File: src/hdl/interlock_pkg.sv
// Shared constants for the array command interlock controller.
// Assumes a single core clock; spacing times are turned into cycles here.
package interlock_pkg;

    // ------------------------------------------------------------------
    // Clock and general sizing
    // ------------------------------------------------------------------
    localparam int unsigned CLK_PERIOD_NS   = 10;
    localparam int unsigned TIMER_W         = 5;
    localparam int unsigned CLASS_N         = 5;
    localparam int unsigned PAGE_OPEN_MAX_NS = 100000;
    localparam int unsigned PRE_TO_OPEN_MIN_CYC = 2;
    localparam int unsigned FORCE_GUARD_CYC = 16;

    // ------------------------------------------------------------------
    // Operation codes (user side and array_cmd_code pins)
    // ------------------------------------------------------------------
    typedef enum logic [2:0] {
        OP_PAGE_OPEN       = 3'h0,
        OP_PRECHARGE       = 3'h1,
        OP_BLK_WR_UNMASKED = 3'h2,
        OP_BLK_WR_MASKED   = 3'h3,
        OP_BLK_READ        = 3'h4,
        OP_DUP_PAGE        = 3'h5,
        OP_VIDEO           = 3'h6
    } user_op_e;

    // Spacing classes: index order of the tables below
    localparam int unsigned CL_OPEN = 0;
    localparam int unsigned CL_PRE  = 1;
    localparam int unsigned CL_BLK  = 2;
    localparam int unsigned CL_DUP  = 3;
    localparam int unsigned CL_VID  = 4;

    // ------------------------------------------------------------------
    // Least spacing in ns, [earlier class][later class]
    // ------------------------------------------------------------------
    typedef int unsigned ns_tab_t [CLASS_N][CLASS_N];

    localparam ns_tab_t SAME_FAST_NS = '{
        '{ 0, 80, 40, 40, 40}, '{40, 40,  0,  0,  0}, '{ 0, 20, 20, 20, 20},
        '{ 0, 80, 80, 80, 80}, '{ 0, 40, 40, 40, 80}};
    localparam ns_tab_t SAME_SLOW_NS = '{
        '{ 0,104, 40, 52, 52}, '{52, 52,  0,  0,  0}, '{ 0, 26, 26, 26, 26},
        '{ 0,104,104,104,104}, '{ 0, 52, 52, 52,104}};
    localparam ns_tab_t DIFF_FAST_NS = '{
        '{40, 40, 10, 40, 40}, '{10, 10, 10, 10, 10}, '{10, 10, 20, 10, 10},
        '{80, 40, 10, 80, 80}, '{40, 40, 10, 40, 80}};
    localparam ns_tab_t DIFF_SLOW_NS = '{
        '{52, 52, 13, 52, 52}, '{13, 13, 13, 13, 13}, '{13, 13, 26, 13, 13},
        '{104,52, 13,104,104}, '{52, 52, 13, 52,104}};

    // Cycles to hold off after an issue: ceil(ns / period) - 1, floor 0
    function automatic logic [TIMER_W-1:0] hold_cycles(input int unsigned ns);
        int unsigned c;
        c = (ns + CLK_PERIOD_NS - 1) / CLK_PERIOD_NS;
        return (c == 0) ? '0 : TIMER_W'(c - 1);
    endfunction

endpackage

File: src/hdl/interlock_timer.sv
// One hold-off down counter of the interlock matrix.
// Assumes load_en is a one-cycle pulse per issued operation.
`timescale 1ns/1ps
module interlock_timer #(
    parameter int unsigned W = 5
) (
    input  wire logic         core_clk,
    input  wire logic         rst_n,
    input  wire logic         load_en,
    input  wire logic [W-1:0] load_val,
    output logic              idle
);

    logic [W-1:0] cnt_reg;
    logic [W-1:0] cnt_next;
    logic [W-1:0] dec;

    // Count down, a new load only ever lengthens the wait
    always_comb begin
        dec      = (cnt_reg == '0) ? '0 : cnt_reg - W'(1);
        cnt_next = dec;
        if (load_en && (load_val > dec)) begin
            cnt_next = load_val;
        end
    end

    always_ff @(posedge core_clk or negedge rst_n) begin
        if (!rst_n) begin
            cnt_reg <= '0;
        end else begin
            cnt_reg <= cnt_next;
        end
    end

    assign idle = (cnt_reg == '0);

endmodule

File: src/hdl/array_cmd_interlock.sv
// Host-side command issuer for a four-bank frame-buffer DRAM array port.
// Assumes the user side holds its request stable until req_ready is seen.
// Functional notes
// - Page open to block transfer: 40 ns same bank, 10/13 ns elsewhere.
// - Page open to precharge: 80/104 ns same bank, 40/52 ns elsewhere.
// - Opens on different banks, and open to duplicate: 40/52 ns.
// - Precharge an opened bank no later than 100,000 ns after opening.
// - Precharge to open: 40/52 ns same bank, 10/13 ns elsewhere.
// - Precharge then open on one bank spans at least two clock cycles.
// - Block transfers spaced 20/26 ns on any bank.
// - Block to precharge or duplicate: 20/26 ns same, 10/13 ns elsewhere.
// - Block transfer to open on another bank: 10/13 ns.
// - Precharges: 40/52 same bank, 10/13 elsewhere; to block, duplicate 10/13 elsewhere only.
// - Duplicate to block transfer: 80/104 same bank, 10/13 ns elsewhere.
// - Duplicates 80/104 ns apart; duplicate to open elsewhere 80/104 ns.
// - Duplicate to precharge: 80/104 ns same bank, 40/52 ns elsewhere.
// - Video transfers spaced 80/104 ns on any bank.
// - Video to block transfer: 40/52 ns same bank, 10/13 ns elsewhere.
// - Video to precharge or duplicate 40/52 ns; to open elsewhere too.
// - Open to video 40/52 ns; duplicate to video 80/104 ns, any bank.
// - Block to video 20/26 same, 10/13 elsewhere; precharge to video 10/13 elsewhere.
// - Every block kind, masked, unmasked or read, obeys block spacing.
`timescale 1ns/1ps
module array_cmd_interlock #(
    parameter int unsigned BANK_N            = 4,
    parameter int unsigned ADDR_W            = 9,
    parameter int unsigned PAGE_OPEN_MAX_CYC =
        interlock_pkg::PAGE_OPEN_MAX_NS / interlock_pkg::CLK_PERIOD_NS
) (
    input  wire logic                      core_clk,
    input  wire logic                      rst_n,
    input  wire logic                      grade_slow,
    input  wire logic                      req_valid,
    output logic                           req_ready,
    input  wire logic [2:0]                req_op,
    input  wire logic [$clog2(BANK_N)-1:0] req_bank,
    input  wire logic [ADDR_W-1:0]         req_addr,
    output logic                           array_cmd_valid,
    output logic [2:0]                     array_cmd_code,
    output logic [$clog2(BANK_N)-1:0]      array_bank_select,
    output logic [ADDR_W-1:0]              array_addr,
    output logic [BANK_N-1:0]              bank_open,
    output logic                           auto_precharge
);

    // ------------------------------------------------------------------
    // Local sizes
    // ------------------------------------------------------------------
    localparam int unsigned BS_W  = $clog2(BANK_N);
    localparam int unsigned AGE_W = $clog2(PAGE_OPEN_MAX_CYC + 1);
    localparam int unsigned TW    = interlock_pkg::TIMER_W;
    localparam int unsigned CN    = interlock_pkg::CLASS_N;
    localparam logic [AGE_W-1:0] FORCE_AT =
        AGE_W'(PAGE_OPEN_MAX_CYC - interlock_pkg::FORCE_GUARD_CYC);

    // ------------------------------------------------------------------
    // Declarations
    // ------------------------------------------------------------------
    logic [BANK_N-1:0][CN-1:0]  allowed;
    logic                       req_legal;
    logic [2:0]                 req_class;
    logic                       force_pend;
    logic [BS_W-1:0]            force_bank;
    logic                       force_go;
    logic                       user_go;
    logic                       issue;
    logic [2:0]                 issue_class;
    logic [BS_W-1:0]            issue_bank;
    logic [2:0]                 issue_code;
    logic [ADDR_W-1:0]          issue_addr;
    logic [BANK_N-1:0]          overdue;

    logic                       cmd_valid_reg;
    logic                       cmd_valid_next;
    logic [2:0]                 cmd_code_reg;
    logic [2:0]                 cmd_code_next;
    logic [BS_W-1:0]            cmd_bank_reg;
    logic [BS_W-1:0]            cmd_bank_next;
    logic [ADDR_W-1:0]          cmd_addr_reg;
    logic [ADDR_W-1:0]          cmd_addr_next;
    logic                       auto_pre_reg;
    logic                       auto_pre_next;

    logic [BANK_N-1:0]          open_reg;
    logic [BANK_N-1:0]          open_next;
    logic [BANK_N-1:0][AGE_W-1:0] age_reg;
    logic [BANK_N-1:0][AGE_W-1:0] age_next;

    // ------------------------------------------------------------------
    // Request decode: every block kind maps to one spacing class
    // ------------------------------------------------------------------
    always_comb begin
        req_legal = 1'b1;
        req_class = 3'(interlock_pkg::CL_OPEN);
        unique case (req_op)
            interlock_pkg::OP_PAGE_OPEN:       req_class = 3'(interlock_pkg::CL_OPEN);
            interlock_pkg::OP_PRECHARGE:       req_class = 3'(interlock_pkg::CL_PRE);
            interlock_pkg::OP_BLK_WR_UNMASKED,
            interlock_pkg::OP_BLK_WR_MASKED,
            interlock_pkg::OP_BLK_READ:        req_class = 3'(interlock_pkg::CL_BLK);
            interlock_pkg::OP_DUP_PAGE:        req_class = 3'(interlock_pkg::CL_DUP);
            interlock_pkg::OP_VIDEO:           req_class = 3'(interlock_pkg::CL_VID);
            default:                           req_legal = 1'b0;
        endcase
    end

    // ------------------------------------------------------------------
    // Open-page age watch: lowest overdue bank gets a forced precharge
    // ------------------------------------------------------------------
    always_comb begin
        force_pend = 1'b0;
        force_bank = '0;
        for (int b = BANK_N - 1; b >= 0; b--) begin
            if (overdue[b]) begin
                force_pend = 1'b1;
                force_bank = BS_W'(b);
            end
        end
    end

    // ------------------------------------------------------------------
    // Issue arbitration: a forced precharge outranks user requests
    // ------------------------------------------------------------------
    always_comb begin
        force_go  = force_pend && allowed[force_bank][interlock_pkg::CL_PRE];
        req_ready = req_legal && !force_pend && allowed[req_bank][req_class];
        user_go   = req_valid && req_ready;
        issue     = force_go || user_go;
        if (force_pend) begin
            issue_class = 3'(interlock_pkg::CL_PRE);
            issue_bank  = force_bank;
            issue_code  = interlock_pkg::OP_PRECHARGE;
            issue_addr  = '0;
        end else begin
            issue_class = req_class;
            issue_bank  = req_bank;
            issue_code  = req_op;
            issue_addr  = req_addr;
        end
    end

    // ------------------------------------------------------------------
    // Interlock matrix: one timer per target bank and later class
    // ------------------------------------------------------------------
    for (genvar c = 0; c < BANK_N; c++) begin : g_bank
        for (genvar y = 0; y < CN; y++) begin : g_cls
            logic [TW-1:0] hold;

            // Hold-off for a later op of class y on bank c, from the op now issued
            always_comb begin
                hold = '0;
                for (int x = 0; x < CN; x++) begin
                    if (issue_class == 3'(x)) begin
                        if (issue_bank == BS_W'(c)) begin
                            hold = grade_slow
                                 ? interlock_pkg::hold_cycles(interlock_pkg::SAME_SLOW_NS[x][y])
                                 : interlock_pkg::hold_cycles(interlock_pkg::SAME_FAST_NS[x][y]);
                        end else begin
                            hold = grade_slow
                                 ? interlock_pkg::hold_cycles(interlock_pkg::DIFF_SLOW_NS[x][y])
                                 : interlock_pkg::hold_cycles(interlock_pkg::DIFF_FAST_NS[x][y]);
                        end
                    end
                end
                // Precharge then open on one bank never closer than two cycles
                if ((y == interlock_pkg::CL_OPEN)
                    && (issue_class == 3'(interlock_pkg::CL_PRE))
                    && (issue_bank == BS_W'(c))
                    && (hold < TW'(interlock_pkg::PRE_TO_OPEN_MIN_CYC - 1))) begin
                    hold = TW'(interlock_pkg::PRE_TO_OPEN_MIN_CYC - 1);
                end
            end

            interlock_timer #(
                .W        (TW)
            ) u_timer (
                .core_clk (core_clk),
                .rst_n    (rst_n),
                .load_en  (issue),
                .load_val (hold),
                .idle     (allowed[c][y])
            );
        end
    end

    // ------------------------------------------------------------------
    // Per-bank open flag and open age
    // ------------------------------------------------------------------
    for (genvar b = 0; b < BANK_N; b++) begin : g_age
        logic hit;

        // Age restarts on open, clears to zero on precharge
        always_comb begin
            hit         = issue && (issue_bank == BS_W'(b));
            open_next[b] = open_reg[b];
            age_next[b]  = age_reg[b];
            if (open_reg[b] && (age_reg[b] != AGE_W'(PAGE_OPEN_MAX_CYC))) begin
                age_next[b] = age_reg[b] + AGE_W'(1);
            end
            if (hit && (issue_class == 3'(interlock_pkg::CL_OPEN))) begin
                open_next[b] = 1'b1;
                age_next[b]  = '0;
            end else if (hit && (issue_class == 3'(interlock_pkg::CL_PRE))) begin
                open_next[b] = 1'b0;
                age_next[b]  = '0;
            end
        end

        assign overdue[b] = open_reg[b] && (age_reg[b] >= FORCE_AT);
    end

    always_ff @(posedge core_clk or negedge rst_n) begin
        if (!rst_n) begin
            open_reg <= '0;
            age_reg  <= '0;
        end else begin
            open_reg <= open_next;
            age_reg  <= age_next;
        end
    end

    // ------------------------------------------------------------------
    // Array command pins: one registered command per issue cycle
    // ------------------------------------------------------------------
    always_comb begin
        cmd_valid_next = issue;
        cmd_code_next  = cmd_code_reg;
        cmd_bank_next  = cmd_bank_reg;
        cmd_addr_next  = cmd_addr_reg;
        auto_pre_next  = force_go;
        if (issue) begin
            cmd_code_next = issue_code;
            cmd_bank_next = issue_bank;
            cmd_addr_next = issue_addr;
        end
    end

    always_ff @(posedge core_clk or negedge rst_n) begin
        if (!rst_n) begin
            cmd_valid_reg <= 1'b0;
            cmd_code_reg  <= 3'h0;
            cmd_bank_reg  <= '0;
            cmd_addr_reg  <= '0;
            auto_pre_reg  <= 1'b0;
        end else begin
            cmd_valid_reg <= cmd_valid_next;
            cmd_code_reg  <= cmd_code_next;
            cmd_bank_reg  <= cmd_bank_next;
            cmd_addr_reg  <= cmd_addr_next;
            auto_pre_reg  <= auto_pre_next;
        end
    end

    // Outputs straight from flip-flops
    assign array_cmd_valid   = cmd_valid_reg;
    assign array_cmd_code    = cmd_code_reg;
    assign array_bank_select = cmd_bank_reg;
    assign array_addr        = cmd_addr_reg;
    assign bank_open         = open_reg;
    assign auto_precharge    = auto_pre_reg;

endmodule

File: config.mk
export PLATFORM = sky130hd
export DESIGN_NAME = array_cmd_interlock
export DESIGN_NICKNAME = d
export VERILOG_FILES = /design/src/hdl/interlock_pkg.sv /design/src/hdl/interlock_timer.sv /design/src/hdl/array_cmd_interlock.sv
export SDC_FILE = /design/constraint.sdc
export NUM_CORES = 1
export LEC_CHECK = 0
export BUFFER_PORTS_ARGS = -buffer_cell sky130_fd_sc_hd__buf_2
export CORE_ASPECT_RATIO = 1.75
export CORE_MARGIN = 1
export CORE_UTILIZATION = 60
export DETAILED_ROUTE_END_ITERATION = 7
export PLACE_DENSITY = 0.79
export RECOVER_POWER = 25
export SLEW_MARGIN = 20
export SYNTH_ARGS = -nofsm -noshare
export SYNTH_HDL_FRONTEND = slang
export SYNTH_SLANG_ARGS = --single-unit
File: constraint.sdc
create_clock -name core_clk -period 4.78 [get_ports core_clk]
set_clock_uncertainty 0.2 [all_clocks]
set_input_delay 0.717 -clock core_clk [delete_from_list [all_inputs] [get_ports core_clk]]
set_output_delay 0.717 -clock core_clk [all_outputs]
set_load 0.05 [all_outputs]
==> metrics, run 1 <==
status finished with violations; failing checks capacitance limit, slew limit; Peak Freq 218 MHz; drt pass-1 iters 5; mapped cell area 13400 sq um; I/O Pins 39; GRT Total Usage 0.340; crit path time final 4.59 ns; RSZ-0062 raised after global routing false; CP arrival 4.75 ns; max-slew violations 77; Critical Path Fanout Max 9; global-route wire length before repair 58.7 mm; Max-slew headroom -1.39; average size of a mapped cell 9.05 sq um; WP buf/inv 2; GRT Residual Overflow 0; H-tree levels 4; WL final 36.1 mm; Longest Clk Path Bufs 2; CP endpoint kind flop; clock slew seen by the registers of the worst setup and hold paths 0.08 ns; fin cells 1858; DRC errors left 0; Synth top area share 0.330; dominant cell type by area after synthesis dfrtp_1; max_cap viols 1; vias in the first global route 11600; nets 1704; R2R Setup Slk 0.19 ns; final hold vios 0; Startpoint Class flop; Netlist cell types 70; critical path type reg2reg; initial antenna violation count 3; Critical-path top delay cell a311oi_2; ANT nets after route 0; TritonCTS Buffers 17; Core Box Area 21700 sq um; insertion delay to the later sink of the worst-skew pair 0.47 ns; sequential element share of the synthesized area 0.330; top cells by area, synth dfrtp_1 (33%), ha_1 (13%), mux2i_1 (5.0%), xor2_1 (4.9%), nor2_1 (4.6%); DP Cell Count 1823; GP Congestion 1.07; max incr delay on CP 0.54 ns; PortBufs 38; worst slew pin tran 3.59 ns; Vias/cell 6.11; Synth Register Bits 176; Starting Density 0.616; max reg flops 100; CTS sink cnt 176; Syn Nets 1630; most common cell in the netlist dfrtp_1; setup bufs post-CTS 0; Power Dens Cells 707 nW/um^2; maximum VDD drop 450 uV; setup TNS 0 ns; post-route clock period utilization 0.961; Die Area 22900 sq um; clock root buffer clkbuf_16; Synth warnings 0; width of the die 115 um; cells after synthesis 1476; Setup-failing EPs final 0; pin count of the biggest net entering global routing 78; P_leak 7.34 nW; DRT iter0 DRCs 798; drt wl/cell 19.5 um; worst hold path class reg2reg; CTS tree built; fraction of registers with async set/reset 1.00; die height 199 um; required time of the critical path 4.94 ns; Cell Rows 71; Top Family by Delay on Critical Path compound AO/OA/AOI/OAI gates; DP HPWL 27.3 mm; number of enable flip-flop cells after synthesis 0; most frequent cells after synthesis dfrtp_1 (176), nor2_1 (163), ha_1 (136); crit-path cells a311oi_2 > o22ai_1 > o22a_1 > inv_1 > ha_1 > inv_1 > a211o_1 > a21oi_1 > and2_1 > ha_1 > nor2b_1 > o21ai_0 > nand2b_1 > a21oi_1 > nor3_4 > mux2_4; Synth Flop Type dfrtp_1; cts hold-fix bufs 0; Vias 11300; share of cells above drive strength 1 0.138; synthesis-to-finish area growth 11.2%
what timing repair did:
action / in CTS / in global routing
endpoints found under the hold margin: 0 / 0
endpoints found under the setup margin: 0 / 14
resized for setup: 0 / 4
power breakdown:
part	total [W]	switching, W	internal (W)
Sequential	0.00268	0.000566	0.00211
Combinational	0.00631	0.00363	0.00268
Clock	0.00151	0.000657	0.000857
path summary, 6_finish.rpt:
path | startpoint | end | cells past startpoint
worst max-delay path | age_reg[36] | g_bank[1].g_cls[3].u_timer.cnt_reg[1] | 16
worst min-delay path | array_addr[5] | array_addr[5] | 2
worst max register to register | age_reg[36] | g_bank[1].g_cls[3].u_timer.cnt_reg[1] | 16
worst min register to register | array_addr[5] | array_addr[5] | 2
max in group asynchronous | rst_n | age_reg[47] | 1
min in group asynchronous | rst_n | g_bank[3].g_cls[3].u_timer.cnt_reg[4] | 1
logic make-up (layout without fill, tap and decap cells):
| logic type | after synthesis | after routing | share of synthesized area |
|---|---|---|---|
| compound gates | 251 | 251 | 0.126 |
| other cells | 0 | 3 | 0 |
| buf+inv | 184 | 271 | 0.0561 |
| mux | 92 | 92 | 0.0767 |
| fa+ha+maj | 136 | 136 | 0.127 |
| flops | 176 | 176 | 0.330 |
| xor+xnor | 93 | 93 | 0.0610 |
| simple gates | 544 | 544 | 0.223 |
routing by layer:
metal | GRT usage | part of all wire | wire [um] | vias to the layer above
li1 | - | - | - | 5311
met1 | 0.342 | 0.34 | 12400 | 5417
met2 | 0.585 | 0.50 | 18000 | 426
met3 | 0.0807 | 0.063 | 2270 | 193
met4 | 0.298 | 0.096 | 3470 | 0
met5 | 0 | 0 | 0 | -
final cells by class:
cell class                 count  area, sq um
fill                        1749         6830
multi-input combinational   1116         8220
clock inverter                14          194
antenna                        3         7.51
tap                          292          365
sequential                   176         4400
clock buffer                  18          439
timing repair buffer         103          708
inverter                     136          510
cell usage in the layout (no fill, tap or decap), drive strengths merged, types with 4 or more instances in the layout:
master | Yosys | layout
mux2i | 67 | 67
nor4 | 9 | 9
nand4 | 22 | 22
a31oi | 11 | 11
a22o | 4 | 4
o31ai | 5 | 5
o221ai | 6 | 6
o211ai | 7 | 7
dfrtp | 176 | 176
inv | 135 | 144
nand2b | 41 | 41
nand3b | 7 | 7
ha | 136 | 136
or2 | 21 | 21
mux2 | 25 | 25
a311oi | 6 | 6
and3 | 15 | 15
buf | 14 | 102
a21oi | 50 | 50
nor2 | 163 | 163
nor2b | 30 | 30
a21o | 5 | 5
a22oi | 15 | 15
o21ai | 68 | 68
nor3 | 51 | 51
a21boi | 17 | 17
nor4b | 24 | 24
and2 | 7 | 7
xnor2 | 19 | 19
xor2 | 74 | 74
o22ai | 10 | 10
nand2 | 119 | 119
clkbuf | 33 | 18
o22a | 4 | 4
a41o | 15 | 15
nand3 | 27 | 27
through the flow:
stage                      util  instance area [sq um]  hold WS, ns  total power [W]  setup WS, ns
after floorplan               -                  13400        0.221          0.00729         0.438
after CTS                 0.684                  14800       0.0998           0.0105         0.113
final                     0.685                  14800        0.277           0.0105         0.188
after global routing      0.685                  14800        0.285           0.0114        0.0123
after global placement    0.655                  14200        0.257          0.00862         0.153
after detailed placement  0.655                  14200        0.265          0.00889         0.189
tightest hold or removal path: cells and delay by family, from the launching register on:
kind	cells	cell delay [ns]
AO/OA/AOI/OAI	1	0.06
AND/OR/NAND/NOR	1	0.04
flip-flops	1	0.34
No activity file was read; power rests on OpenSTA's default activity.
==> inputs of run 2 (changes only) <==
Settings changed: REMOVE_ABC_BUFFERS set to 1.
==> run 2 against run 1 <==
Compared with the run above:
- clock power about the same
- largest power group unchanged
- setup slack better by 0.048 ns
- highest routed layer unchanged
- critical path depth is 2 lower
- routed wire length fell by 2.0%
- first-iteration DRC count is 13% higher
- the run still ends with capacitance limit, slew limit left
==> metrics, run 2 (synthesis results as in run 1) <==
I/O Pins 39; WHS 0.275 ns; Critical Path Fanout Max 11; max reg flops 100; maximum VDD drop 381 uV; Setup crit start age_reg[36]; Core Box Area 21700 sq um; drt wl/cell 19.1 um; die height 199 um; DRT iter0 DRCs 904; Max-slew headroom -0.484; crit path time final 4.54 ns; Sequential Power Share 0.256; r2r startpoint age_reg[36]; nets 1699; critical path type reg2reg; GRT Total Usage 0.330; worst hold path class reg2reg; Startpoint Class flop; share of cells above drive strength 1 0.134; CP arrival 4.69 ns; CTS tree built; width of the die 115 um; Die Area 22900 sq um; Power Dens Cells 705 nW/um^2; P_leak 7.30 nW; final hold vios 0; Vias 11300; vias in the first global route 11600; synthesis-to-finish area growth 10.6%; GP Congestion 1.09; commonest cells after routing, fill and taps aside dfrtp_1 (176), nor2_1 (162), ha_1 (136), inv_1 (134), nand2_1 (119); Hold Startpoint array_bank_select[0]; PortBufs 38; Longest Clk Path Bufs 2; drt pass-1 iters 6; DRC errors left 0; max-slew violations 88; required time of the critical path 4.93 ns; Switching Share 0.464; Diodes inserted 0; setup bufs post-CTS 0; Clock power frac 0.142; clock root buffer clkbuf_16; Setup-failing EPs final 0; post-place setup slack 0.166 ns; pin count of the biggest net entering global routing 89; ANT nets after route 0; cts hold-fix bufs 0; post-route clock period utilization 0.951; failing checks capacitance limit, slew limit; H-tree levels 4; most common cell after layout, fill and taps aside dfrtp_1; Logic pwr share 0.603; max_cap viols 1; WL final 35.4 mm; fill cell count 1768; TritonCTS Buffers 17; Cell Rows 71; global-route wire length before repair 57.5 mm; Psw 0.00483 W; status finished with violations; DP HPWL 26.5 mm; initial antenna violation count 0; insertion delay to the later sink of the worst-skew pair 0.47 ns; Vias/cell 6.10; Peak Freq 220 MHz; CP endpoint kind flop; Int Pwr 0.00559 W; worst slew pin tran 2.23 ns; CTS sink cnt 176; GRT Residual Overflow 0; Worst Slack Setup Final 0.236 ns; Starting Density 0.616; clock slew seen by the registers of the worst setup and hold paths 0.07 ns; RSZ-0062 raised after global routing true
[run 2: cell types whose count changed in the layout (fill, tap and decap cells not counted), sizes merged]
cell / before / now
bufinv: 3 / 2
buf: 102 / 97
clkinvlp: 0 / 1
inv: 144 / 142
clkbuf: 18 / 20
clkinv: 3 / 4
clkdlybuf4s25: 1 / 0
diode: 3 / 0
[run 2: per-stage QoR]
step | cell area, sq um | util | setup TNS [ns] | total power [W] | std cells
after floorplan | 13100 | - | -24.12 | 0.00722 | 1428
after CTS | 14800 | 0.681 | 0 | 0.0104 | 1850
after global placement | 14100 | 0.653 | 0 | 0.00856 | 1818
after detailed placement | 14100 | 0.653 | 0 | 0.00885 | 1818
after global routing | 14800 | 0.681 | -0.00694 | 0.0113 | 1850
final | 14800 | 0.681 | 0 | 0.0104 | 1850
[run 2: worst paths after layout]
check / endpoint / slack [ns] / cells past startpoint
setup / recovery: g_bank[0].g_cls[0].u_timer.cnt_reg[2] / 0.24 / 14
hold / removal: array_bank_select[0] / 0.27 / 1
setup reg to reg: g_bank[0].g_cls[0].u_timer.cnt_reg[2] / 0.24 / 14
hold reg to reg: array_bank_select[0] / 0.27 / 1
max in group asynchronous: age_reg[48] / 2.35 / 2
min in group asynchronous: g_bank[2].g_cls[4].u_timer.cnt_reg[4] / 0.68 / 1
[run 2: final cells by class]
class | instances | area (sq um) | area share
Multi-Input combinational cell | 1116 | 8220 | 0.556
Clock buffer | 19 | 453 | 0.0307
Sequential cell | 176 | 4400 | 0.298
Timing Repair Buffer | 98 | 653 | 0.0442
Inverter | 136 | 510 | 0.0346
Tap cell | 292 | 365 | 0.0247
Clock inverter | 13 | 168 | 0.0114
[run 2: power groups by stage]
stage / clock, W / sequential, W / combinational [W]
floorplan: 0 / 0.00281 / 0.00441
global placement: 0 / 0.00265 / 0.00591
detailed placement: 0 / 0.00268 / 0.00617
CTS: 0.00150 / 0.00266 / 0.00625
global route: 0.00155 / 0.00274 / 0.00699
finish: 0.00148 / 0.00266 / 0.00628
[run 2: worst max-delay path: stages (launching register included)]
cell and delay [ns]:
dfrtp_1 0.43, a311oi_2 0.53, o22a_1 0.42, a31oi_4 0.27, inv_1 0.21, ha_1 0.37
o21ai_0 0.16, nand4_1 0.22, nor4_1 0.06, a2111oi_0 0.32, buf_4 0.19, ha_1 0.15
o22ai_1 0.07, o211ai_1 0.42, mux2_2 0.39
[run 2: what timing repair did]
action | in CTS | in global routing
endpoints found under the hold margin | 0 | 0
gates resized for setup | 0 | 2
setup endpoints to repair | 0 | 3
[run 2: layer usage]
layer | up-vias | track usage | wire [um]
met5 | - | 0 | 0
met4 | 0 | 0.248 | 2840
met3 | 182 | 0.0822 | 2330
met2 | 419 | 0.576 | 17700
met1 | 5401 | 0.338 | 12500
li1 | 5283 | - | -
